File: config.mk
export PLATFORM = sky130hd
export DESIGN_NAME = adc_chain_port
export DESIGN_NICKNAME = d
export VERILOG_FILES = /design/src/hdl/adc_sync_edge.v /design/src/hdl/adc_chain_port.v
export VERILOG_INCLUDE_DIRS = /design/src /design/src/hdl
export SDC_FILE = /design/constraint.sdc
export NUM_CORES = 1
export LEC_CHECK = 0
export BUFFER_PORTS_ARGS = -buffer_cell sky130_fd_sc_hd__buf_2
export CAP_MARGIN = 20
export CORE_MARGIN = 5
export CORE_UTILIZATION = 40
export CTS_CLUSTER_DIAMETER = 100
export DETAILED_ROUTE_END_ITERATION = 10
export GPL_ROUTABILITY_DRIVEN = 1
export SYNTH_ARGS = -nofsm -noshare
export SYNTH_HDL_FRONTEND = slang
export SYNTH_SLANG_ARGS = --single-unit
File: constraint.sdc
create_clock -name clk_i -period 2.23 [get_ports clk_i]
set_input_delay 0.223 -clock clk_i [delete_from_list [all_inputs] [get_ports clk_i]]
set_output_delay 0.223 -clock clk_i [all_outputs]
set_load 0.03 [all_outputs]
File: src/hdl/adc_chain_regs.vh
`ifndef ADC_CHAIN_REGS_VH
`define ADC_CHAIN_REGS_VH

// Result width in bits.
`define ADC_RESULT_BITS 16
// Conversion time in nanoseconds.
`define ADC_CONV_TIME_NS 1000
// Clock period of clk_i in nanoseconds.
`define ADC_CLK_PERIOD_NS 10
// Conversion time in clk_i cycles, rounded up.
`define ADC_CONV_CYCLES ((`ADC_CONV_TIME_NS + `ADC_CLK_PERIOD_NS - 1) / `ADC_CLK_PERIOD_NS)

`endif

File: src/hdl/adc_sync_edge.v
`timescale 1ns/1ns
`default_nettype none

// Two-flop synchroniser with rise and fall detection on the settled level.
module adc_sync_edge (
  // Clock and reset.
  input wire clk_i,
  input wire reset_i,
  // Asynchronous level in.
  input wire async_i,
  // Synchronised level and edge pulses.
  output wire level_o,
  output wire rise_o,
  output wire fall_o
);

  reg meta_reg;
  reg sync_reg;
  reg last_reg;

  // First flop feeds only the second; edges come from the settled pair.
  always @(posedge clk_i or posedge reset_i) begin
    if (reset_i) begin
      meta_reg <= 1'b0;
      sync_reg <= 1'b0;
      last_reg <= 1'b0;
    end else begin
      meta_reg <= async_i;
      sync_reg <= meta_reg;
      last_reg <= sync_reg;
    end
  end

  // Edge pulses last one clk_i cycle.
  assign level_o = sync_reg;
  assign rise_o = sync_reg & ~last_reg;
  assign fall_o = ~sync_reg & last_reg;

endmodule

`default_nettype wire

File: src/hdl/adc_chain_port.v
// Summary of operation
// RULE1: Each convert_start rise latches the mode from SDI, high for chip-select and low for chain.
// RULE2: With SDI and convert_start both low the output is driven low, not floated.
// RULE3: A convert_start rise with SCK low starts a conversion in chain mode without busy flag.
// RULE4: A convert_start rise with SCK high starts a conversion in chain mode with busy flag.
// RULE5: The host keeps convert_start high through conversion and readback.
// RULE6: Without busy flag the result MSB appears on SDO at end of conversion.
// RULE7: Remaining result bits move onto SDO on each later SCK falling edge.
// RULE8: Each SCK falling edge shifts the SDI level into the shift register; here the fall that ends the busy flag shifts nothing.
// RULE9: Without busy flag the host gives 16 clocks per converter, MSB first.
// RULE10: With busy flag the host gives 16 per converter plus one clock.
// RULE11: SDO stays stable across both SCK edges, changing only after a fall.
// RULE12: With busy flag the device drives SDO high once the chain has finished; here SDO goes high when this converter's own conversion ends.
// RULE13: After the busy flag, stored bits shift out MSB first on SCK falls.
// RULE14: The host holds SCK still during conversion.
// RULE15: End of conversion loads the full result, replacing old contents.
`timescale 1ns/1ns
`default_nettype none
`include "adc_chain_regs.vh"

module adc_chain_port #(
  parameter WIDTH = `ADC_RESULT_BITS,
  parameter CONV_CYCLES = `ADC_CONV_CYCLES
) (
  // Clock and reset.
  input wire clk_i,
  input wire reset_i,
  // Link pins from the host and upstream converter.
  input wire convert_start_i,
  input wire sck_i,
  input wire sdi_i,
  // Serial data out; oe_n low means the pin is driven.
  output reg sdo_o,
  output reg sdo_oe_n_o,
  // Sample from the analog core, taken at end of conversion.
  input wire [WIDTH-1:0] sample_i,
  // Status.
  output reg chain_mode_o,
  output reg busy_mode_o,
  output reg converting_o
);

  localparam [3:0] ST_IDLE = 4'h1;
  localparam [3:0] ST_CONV = 4'h2;
  localparam [3:0] ST_READ = 4'h4;
  localparam [3:0] ST_CSM = 4'h8;

  wire cnv_lvl;
  wire cnv_rise;
  wire sck_lvl;
  wire sck_fall;
  wire sdi_lvl;
  reg [3:0] state_reg;
  reg [3:0] state_next;
  reg [WIDTH-1:0] shift_reg;
  reg [WIDTH-1:0] shift_next;
  reg [15:0] count_reg;
  reg [15:0] count_next;
  reg lead_reg;
  reg lead_next;
  reg sdo_next;
  reg chain_next;
  reg busy_next;
  reg sdi_hold_reg;

  // Last conversion cycle; the counter runs from zero up to this value.
  localparam [31:0] CONV_LAST = CONV_CYCLES - 1;

  // Decides whether the pin is driven for a given next state and levels.
  // Idle drives low only with SDI and start both low, so a chip-select
  // neighbour sharing the line is never fought.
  function pin_driven;
    input [3:0] state;
    input sdi_low;
    input cnv_low;
    begin
      pin_driven = (state == ST_CONV) || (state == ST_READ) ||
                   ((state == ST_IDLE) && sdi_low && cnv_low);
    end
  endfunction

  // Synchronised convert_start with edge detection.
  adc_sync_edge u_cnv (
    .clk_i(clk_i),
    .reset_i(reset_i),
    .async_i(convert_start_i),
    .level_o(cnv_lvl),
    .rise_o(cnv_rise),
    .fall_o()
  );

  // Synchronised serial clock with edge detection.
  adc_sync_edge u_sck (
    .clk_i(clk_i),
    .reset_i(reset_i),
    .async_i(sck_i),
    .level_o(sck_lvl),
    .rise_o(),
    .fall_o(sck_fall)
  );

  // Synchronised serial data in.
  adc_sync_edge u_sdi (
    .clk_i(clk_i),
    .reset_i(reset_i),
    .async_i(sdi_i),
    .level_o(sdi_lvl),
    .rise_o(),
    .fall_o()
  );

  // SDI as it stood one clock earlier. A detected SCK fall is two flops
  // late, so this is the level from just before the pin edge, the one an
  // upstream converter still holds; the chain needs no hold time from it.
  always @(posedge clk_i or posedge reset_i) begin
    if (reset_i) begin
      sdi_hold_reg <= 1'b0;
    end else begin
      sdi_hold_reg <= sdi_lvl;
    end
  end

  // Next-state logic for the conversion and readback sequence.
  // A start rise always wins over the running sequence, so a host that
  // drops and raises the start line mid-readback begins a fresh sample.
  // SCK falls are ignored outside readback, which keeps a free-running
  // host clock from disturbing the result during conversion.
  always @* begin
    state_next = state_reg;
    shift_next = shift_reg;
    count_next = count_reg;
    lead_next = lead_reg;
    sdo_next = sdo_o;
    chain_next = chain_mode_o;
    busy_next = busy_mode_o;
    if (cnv_rise) begin
      chain_next = ~sdi_lvl; // RULE1
      busy_next = ~sdi_lvl & sck_lvl; // RULE3 RULE4
      count_next = 16'h0000;
      state_next = sdi_lvl ? ST_CSM : ST_CONV;
    end else begin
      case (state_reg)
        ST_IDLE: begin
          if (!sdi_lvl && !cnv_lvl) begin
            sdo_next = 1'b0; // RULE2
          end
        end
        ST_CONV: begin
          if (count_reg == CONV_LAST[15:0]) begin
            shift_next = sample_i; // RULE15
            state_next = ST_READ;
            if (busy_mode_o) begin
              sdo_next = 1'b1; // RULE12
              lead_next = 1'b1;
            end else begin
              sdo_next = sample_i[WIDTH-1]; // RULE6
              lead_next = 1'b0;
            end
          end else begin
            count_next = count_reg + 16'h0001;
          end
        end
        ST_READ: begin
          if (!cnv_lvl) begin
            state_next = ST_IDLE;
          end else if (sck_fall) begin
            // Data only changes after a fall, stable across the rise.
            if (lead_reg) begin
              lead_next = 1'b0;
              sdo_next = shift_reg[WIDTH-1]; // RULE13
            end else begin
              shift_next = {shift_reg[WIDTH-2:0], sdi_hold_reg}; // RULE8
              sdo_next = shift_reg[WIDTH-2]; // RULE7 RULE11
            end
          end
        end
        ST_CSM: begin
          // Chip-select readback lives elsewhere; go idle once start drops.
          if (!cnv_lvl) begin
            state_next = ST_IDLE;
          end
        end
        default: begin
          state_next = ST_IDLE;
        end
      endcase
    end
  end

  // State registers.
  always @(posedge clk_i or posedge reset_i) begin
    if (reset_i) begin
      state_reg <= ST_IDLE;
      shift_reg <= {WIDTH{1'b0}};
      count_reg <= 16'h0000;
      lead_reg <= 1'b0;
      sdo_o <= 1'b0;
      chain_mode_o <= 1'b0;
      busy_mode_o <= 1'b0;
    end else begin
      state_reg <= state_next;
      shift_reg <= shift_next;
      count_reg <= count_next;
      lead_reg <= lead_next;
      sdo_o <= sdo_next;
      chain_mode_o <= chain_next;
      busy_mode_o <= busy_next;
    end
  end

  // Output enable and status flags, registered.
  always @(posedge clk_i or posedge reset_i) begin
    if (reset_i) begin
      sdo_oe_n_o <= 1'b1;
      converting_o <= 1'b0;
    end else begin
      sdo_oe_n_o <= ~pin_driven(state_next, ~sdi_lvl, ~cnv_lvl); // RULE2
      converting_o <= (state_next == ST_CONV);
    end
  end

endmodule

`default_nettype wire

; After elaboration in Yosys (flattened, before gate mapping)
; Cells that the tools add are included.
; Widths: inputs -> output; s select.
[op_classes]
mux = 25
shift = 0
order_cmp = 0
n_bitwise = 9
mul = 0
n_div = 0
reduce_logical = 15
addsub = 1
n_eq_ne = 14
[ops]
columns = op, count
row1 = $mux 16, 7
row2 = $pmux 16 s2, 1
row3 = $add 16x1->16 const B, 1
row4 = $eq 16x7->1 const B, 1
row5 = $mux 4, 4
row6 = $pmux 4 s3, 1
row7 = $reduce_and 6->1, 2
row8 = $mux 1, 10
row9 = $ne 2x2->1 const B, 5
row10 = $eq 4x1->1 const B, 2
row11 = $eq 4x2->1 const B, 2
row12 = $eq 4x3->1 const B, 2
row13 = $not 1->1, 6
row14 = $reduce_and 5->1, 1
row15 = $eq 4x4->1 const B, 1
row16 = $reduce_bool 2->1, 2
row17 = $and 1x1->1, 3
row18 = $logic_and 1x1->1, 3
row19 = $pmux 1 s3, 1
row20 = $reduce_bool 3->1, 1
row21 = $logic_not 1->1, 2
row22 = $logic_or 1x1->1, 2
row23 = $ne 2x1->1 const B, 1
row24 = $pmux 1 s2, 1
row25 = other kinds (2), 2
[totals]
regBits = 51
elab_cells = 82
mem_count = 0
mem_bits_rw = 0
latch_bits = 0
mem_bits_ro = 0
out_inout_bits = 5

; Longest topological paths before layout
[logic_depth]
word_depth = 9
depth_mapped = 7
depth_no_buf = 6

; Hierarchy
; From an unflattened synthesis, not the netlist that was laid out.
[hier_totals]
cells_unflattened = 223
area_unflattened_um2 = 2511.2
[by_module_without_submodules]
columns = mod, area_per_inst_um2, n_inst, cells_each, seq_area_each_um2
row1 = adc_chain_port, 2229.6, 1, 205, 1078.5
row2 = adc_sync_edge, 93.8, 3, 6, 75.1

; Least setup slack after synthesis
; Ideal clock, no wire load.
[synth_path]
path_type = register -> register
from = register count_reg[0]
to = register sdo_o
stages_incl_launch_ff = 7
slack_ns = 0.403
setup_ns = 0.125
synth_period_minus_slack_ns = 1.827
t_arrival_ns = 1.702
path_cell_list = dfrtp_1 -> ha_1 -> nor3b_1 -> and4_1 -> nor2_2 -> nor4_1 -> mux2_2
[synth_between]
elab_chain_cells = 3
[synth_rtl]
columns = element, line_no
row1 = start: declaration, adc_chain_port.v:57  ; reg [15:0] count_reg;
row2 = start signal: assignment, adc_chain_port.v:203  ; count_reg <= count_next;
row3 = $eq 16x7->1, adc_chain_port.v:149  ; if (count_reg == CONV_LAST[15:0]) begin
row4 = $ne 2x2->1 (no source line), -
row5 = $reduce_and 6->1 (no source line), -
row6 = end signal: assignment, adc_chain_port.v:205  ; sdo_o <= sdo_next;
row7 = end: declaration, adc_chain_port.v:33  ; output reg sdo_o,
; Every way passes these cells.
; A chain may end at the register's enable or synchronous reset.

; Worst setup path in the final report
[layout_path]
from = register count_reg[3]
to = register sdo_o
; Same word-level chain as after synthesis.

==> results.txt <==
- Across the run, the number of max-cap violations was 0.
- Dividing the detail-routed wire length by the instance count gives 13.9 microns.
* Part of the Yosys area used for sequential elements: 52.8%
* Number of nets with antenna violations after detailed routing: 0
- Insertion delay to the later sink of the worst-skew pair: 300 ps
- Summing the areas of all fa, ha and maj instances in the mapped netlist gives 0.516% of the synthesized area.
- Area of the mapped netlist: between 2000 and 2500 sq um
- Hold Fails Final Rpt: 0
- Worst Setup Path Type: reg -> reg
* Post-DP HPWL: around 3200 microns
* Vias per cell: 5.10
* CP max FO: 8
* Remaining routing DRC violations: 0
- STA classifies the critical path startpoint as a register.
* Worst Hold Slack: between 15 and 20 ps
- The top cell type by area accounts for 50.6% of the synthesized area.
* Parity-gate share of the synthesized area counting xor and xnor cells: 3.61%
- After synthesis, the largest family of logic cells by area is simple AND/OR/NAND/NOR gates.
* Count of pins over their slew limit: 0
* Synthesized-area fraction occupied by ao, oa, aoi and oai cells: 11.0%
- TritonCTS built the clock tree.
- The synthesized netlist devotes 20.3% of its cell area to simple gates.
- Net Count, Synth: 250
- After technology mapping, the gate count stands at between 200 and 250.
- Across the VDD grid, the largest voltage drop is around 0.4 mV.
* Starting density of the core: between 40% and 50%
- At the end of routability-driven placement, the weighted congestion stood at 0.779.
- After clock tree synthesis, the clock-pin slew on the worst setup and hold paths is 90 ps.
* Clk network pwr share: 37.0%
* Final cell count without fillers: between 300 and 400
* Fraction of the cycle the final worst path needs: 91.8%
* Maximum operating frequency: 489 MHz
- Crit path required time: 2430 ps
- Io pins: 26
* Pre-Repair DR Iteration Count: 4
* Number of port buffers: 25
- Clock skew on the completed layout was measured at 6.60 ps.
- RSZ-0062 raised after global routing: no
* Flops & latches, synth: a little over 50
* Class of the worst hold path: in -> reg
* Placed insts: 322
* Global-route congestion overflow total: 0
* Total wire length: 4610 microns
- CTS HTree Levels: 2
- Count of unique library cells instantiated by Yosys: 45
- At the end of the flow the core is filled with cells to 46.7%.
* Worst Tran Pin Value: between 500 and 600 ps
* Die Y-Extent: 87.8 microns
- By count the netlist is led by sky130_fd_sc_hd__dfrtp_1, sky130_fd_sc_hd__nor2_1, sky130_fd_sc_hd__a21oi_1.
- The number of antenna diodes in the final layout is 0.
- Synthesis warning total: 0
- Floorplan die area: around 7700 sq um
* Area added between synthesis and finish: 14.2%
* Fraction of registers with async set or reset after synthesis: 100%
- STA classifies the critical path endpoint as a register.
* Largest net degree at the start of global routing: 33
- Global routing used 13.0% of the available tracks.
* Row cnt: 28
- DRT iter0 DRCs: 102
- Switching Power: around 400 uW
* Fraction of synthesized area in multiplexers: under 10%
- Core Area: around 6000 sq um
* Comb power frac: under 10%
- Shortest clock period the worst path allows after layout: between 2000 and 2500 ps
* Prevailing post-synth register cell: sky130_fd_sc_hd__dfrtp_1
- Largest cells by area after synthesis: sky130_fd_sc_hd__dfrtp_1, sky130_fd_sc_hd__mux2i_1, sky130_fd_sc_hd__a21oi_1, sky130_fd_sc_hd__nor2_1, sky130_fd_sc_hd__nand2_1
- In this run the clock root is driven by a sky130_fd_sc_hd__clkbuf_8.
- The first global-routing pass estimated 7820 microns of wire.
- Leakage power: roughly 1.1 nW
- Data arrives at the worst endpoint at 2240 ps.
- The run finished with clean final reports.
* Via Count: 1688
- Most frequent cell after synthesis: sky130_fd_sc_hd__dfrtp_1
* Setup violators final: 0
- Summed over all instances, the cell type with the most area after synthesis is sky130_fd_sc_hd__dfrtp_1.
- The internal portion of the total power is 1.33 mW.
- The final layout contains 277 nets.
- Clock buffers created by TritonCTS: 5
- Power density over the cells: 626 nW/um^2
- Cells with a size suffix above 1 make up 21.5% of the layout.
- Number of global-route vias before repair: 1667
- Number of antenna violations at the first check in global routing: 0
- In this run the horizontal extent of the chip is 87.8 microns.
- Power Total: around 1.7 mW
* Worst slew margin: 60.6%
- Yosys mapped a number of flops with a built-in enable equal to 0.
- The clock drives 51 sinks.
- Syn Area/Cell: about 11 sq um
- Reg power frac: 56.0%
* Clock tree buffer depth: 2
- Once the clock tree was built, the resizer swapped 0 gates to a different size.
- Switching Share: a little under a quarter
* Setup_tns: 0 ps
[metrics by stage]
stage | cell area [sq um] | setup WS [ps]
6_report | 2770 | 184
5_1_grt | 2770 | 60.8
4_1_cts | 2770 | 194
3_5_place_dp | 2650 | 204
3_3_place_gp | 2650 | 277
2_1_floorplan | 2420 | 403
[worst max-delay path: stages (launching register included)]
cell and delay, ps:
sky130_fd_sc_hd__dfrtp_1 440, sky130_fd_sc_hd__nor4bb_1 410, sky130_fd_sc_hd__and4_1 300, sky130_fd_sc_hd__nor2_2 100
sky130_fd_sc_hd__nor4_1 310, sky130_fd_sc_hd__mux2_2 370
[worst paths after layout]
path	start	endpoint	slack, ps	cells past startpoint
max	count_reg[3]	sdo_o	180	5
min reg2reg	u_sdi.meta_reg	u_sdi.level_o	360	0
max in group asynchronous	reset_i	count_reg[2]	1160	4
min	sck_i	u_sck.meta_reg	20	1
max reg2reg	count_reg[3]	sdo_o	180	5
min in group asynchronous	reset_i	shift_reg[10]	530	3
[cell type report]
type                            count  area, sq um
Clock buffer                        5         68.8
Clock inverter                      3         43.8
Fill cell                         553         3150
Inverter                            2         7.51
Multi-Input combinational cell    162         1060
Sequential cell                    51         1280
Tap cell                           75         93.8
Timing Repair Buffer               33          213
[power by group through the flow]
stage	Clock (mW)	Combinational, mW	Sequential [mW]
CTS	0.672	0.125	0.971
finish	0.642	0.121	0.970
global placement	0	0.122	0.988
detailed placement	0	0.123	0.989
global route	0.705	0.136	0.974
floorplan	0	0.0710	0.991
[layer usage]
layer	vias up	track usage, %	wire [microns]
li1	855	-	-
met1	801	17.9	2270
met2	28	20.1	2090
met3	4	2.82	197
met4	0	4.60	42
met5	-	0	0
[cell usage in the layout (no fill, tap or decap), types with 3 or more instances in the layout]
cell type	netlist	layout
sky130_fd_sc_hd__a21o_1	3	3
sky130_fd_sc_hd__o31ai_1	3	3
sky130_fd_sc_hd__buf_4	2	5
sky130_fd_sc_hd__clkbuf_8	0	5
sky130_fd_sc_hd__o21ai_0	6	6
sky130_fd_sc_hd__buf_2	3	25
sky130_fd_sc_hd__nor4_1	4	4
sky130_fd_sc_hd__dfrtp_1	49	49
sky130_fd_sc_hd__nand4_1	4	4
sky130_fd_sc_hd__mux2_2	3	3
sky130_fd_sc_hd__mux2i_1	16	16
sky130_fd_sc_hd__or4_1	3	3
sky130_fd_sc_hd__a21oi_1	26	26
sky130_fd_sc_hd__xnor2_1	4	4
sky130_fd_sc_hd__or3_1	3	3
sky130_fd_sc_hd__nor2_1	31	31
sky130_fd_sc_hd__and4_1	3	3
sky130_fd_sc_hd__xor2_1	6	6
sky130_fd_sc_hd__nand2_1	20	20
[cell families after synthesis]
family                     Yosys count
DFF                                 51
buffers and inverters               15
xor gates and xnor gates            10
muxes                               19
AOI/OAI and AO/OA                   44
adders and majority gates            1
and+or+nand+nor                     88
[repair_timing]
| item | in CTS | in global routing |
|---|---|---|
| hold buffers | 1 | 0 |
| buffers inserted | 0 | 0 |
| hold endpoints to repair | 3 | 0 |
(Power assumes the default switching activity.)
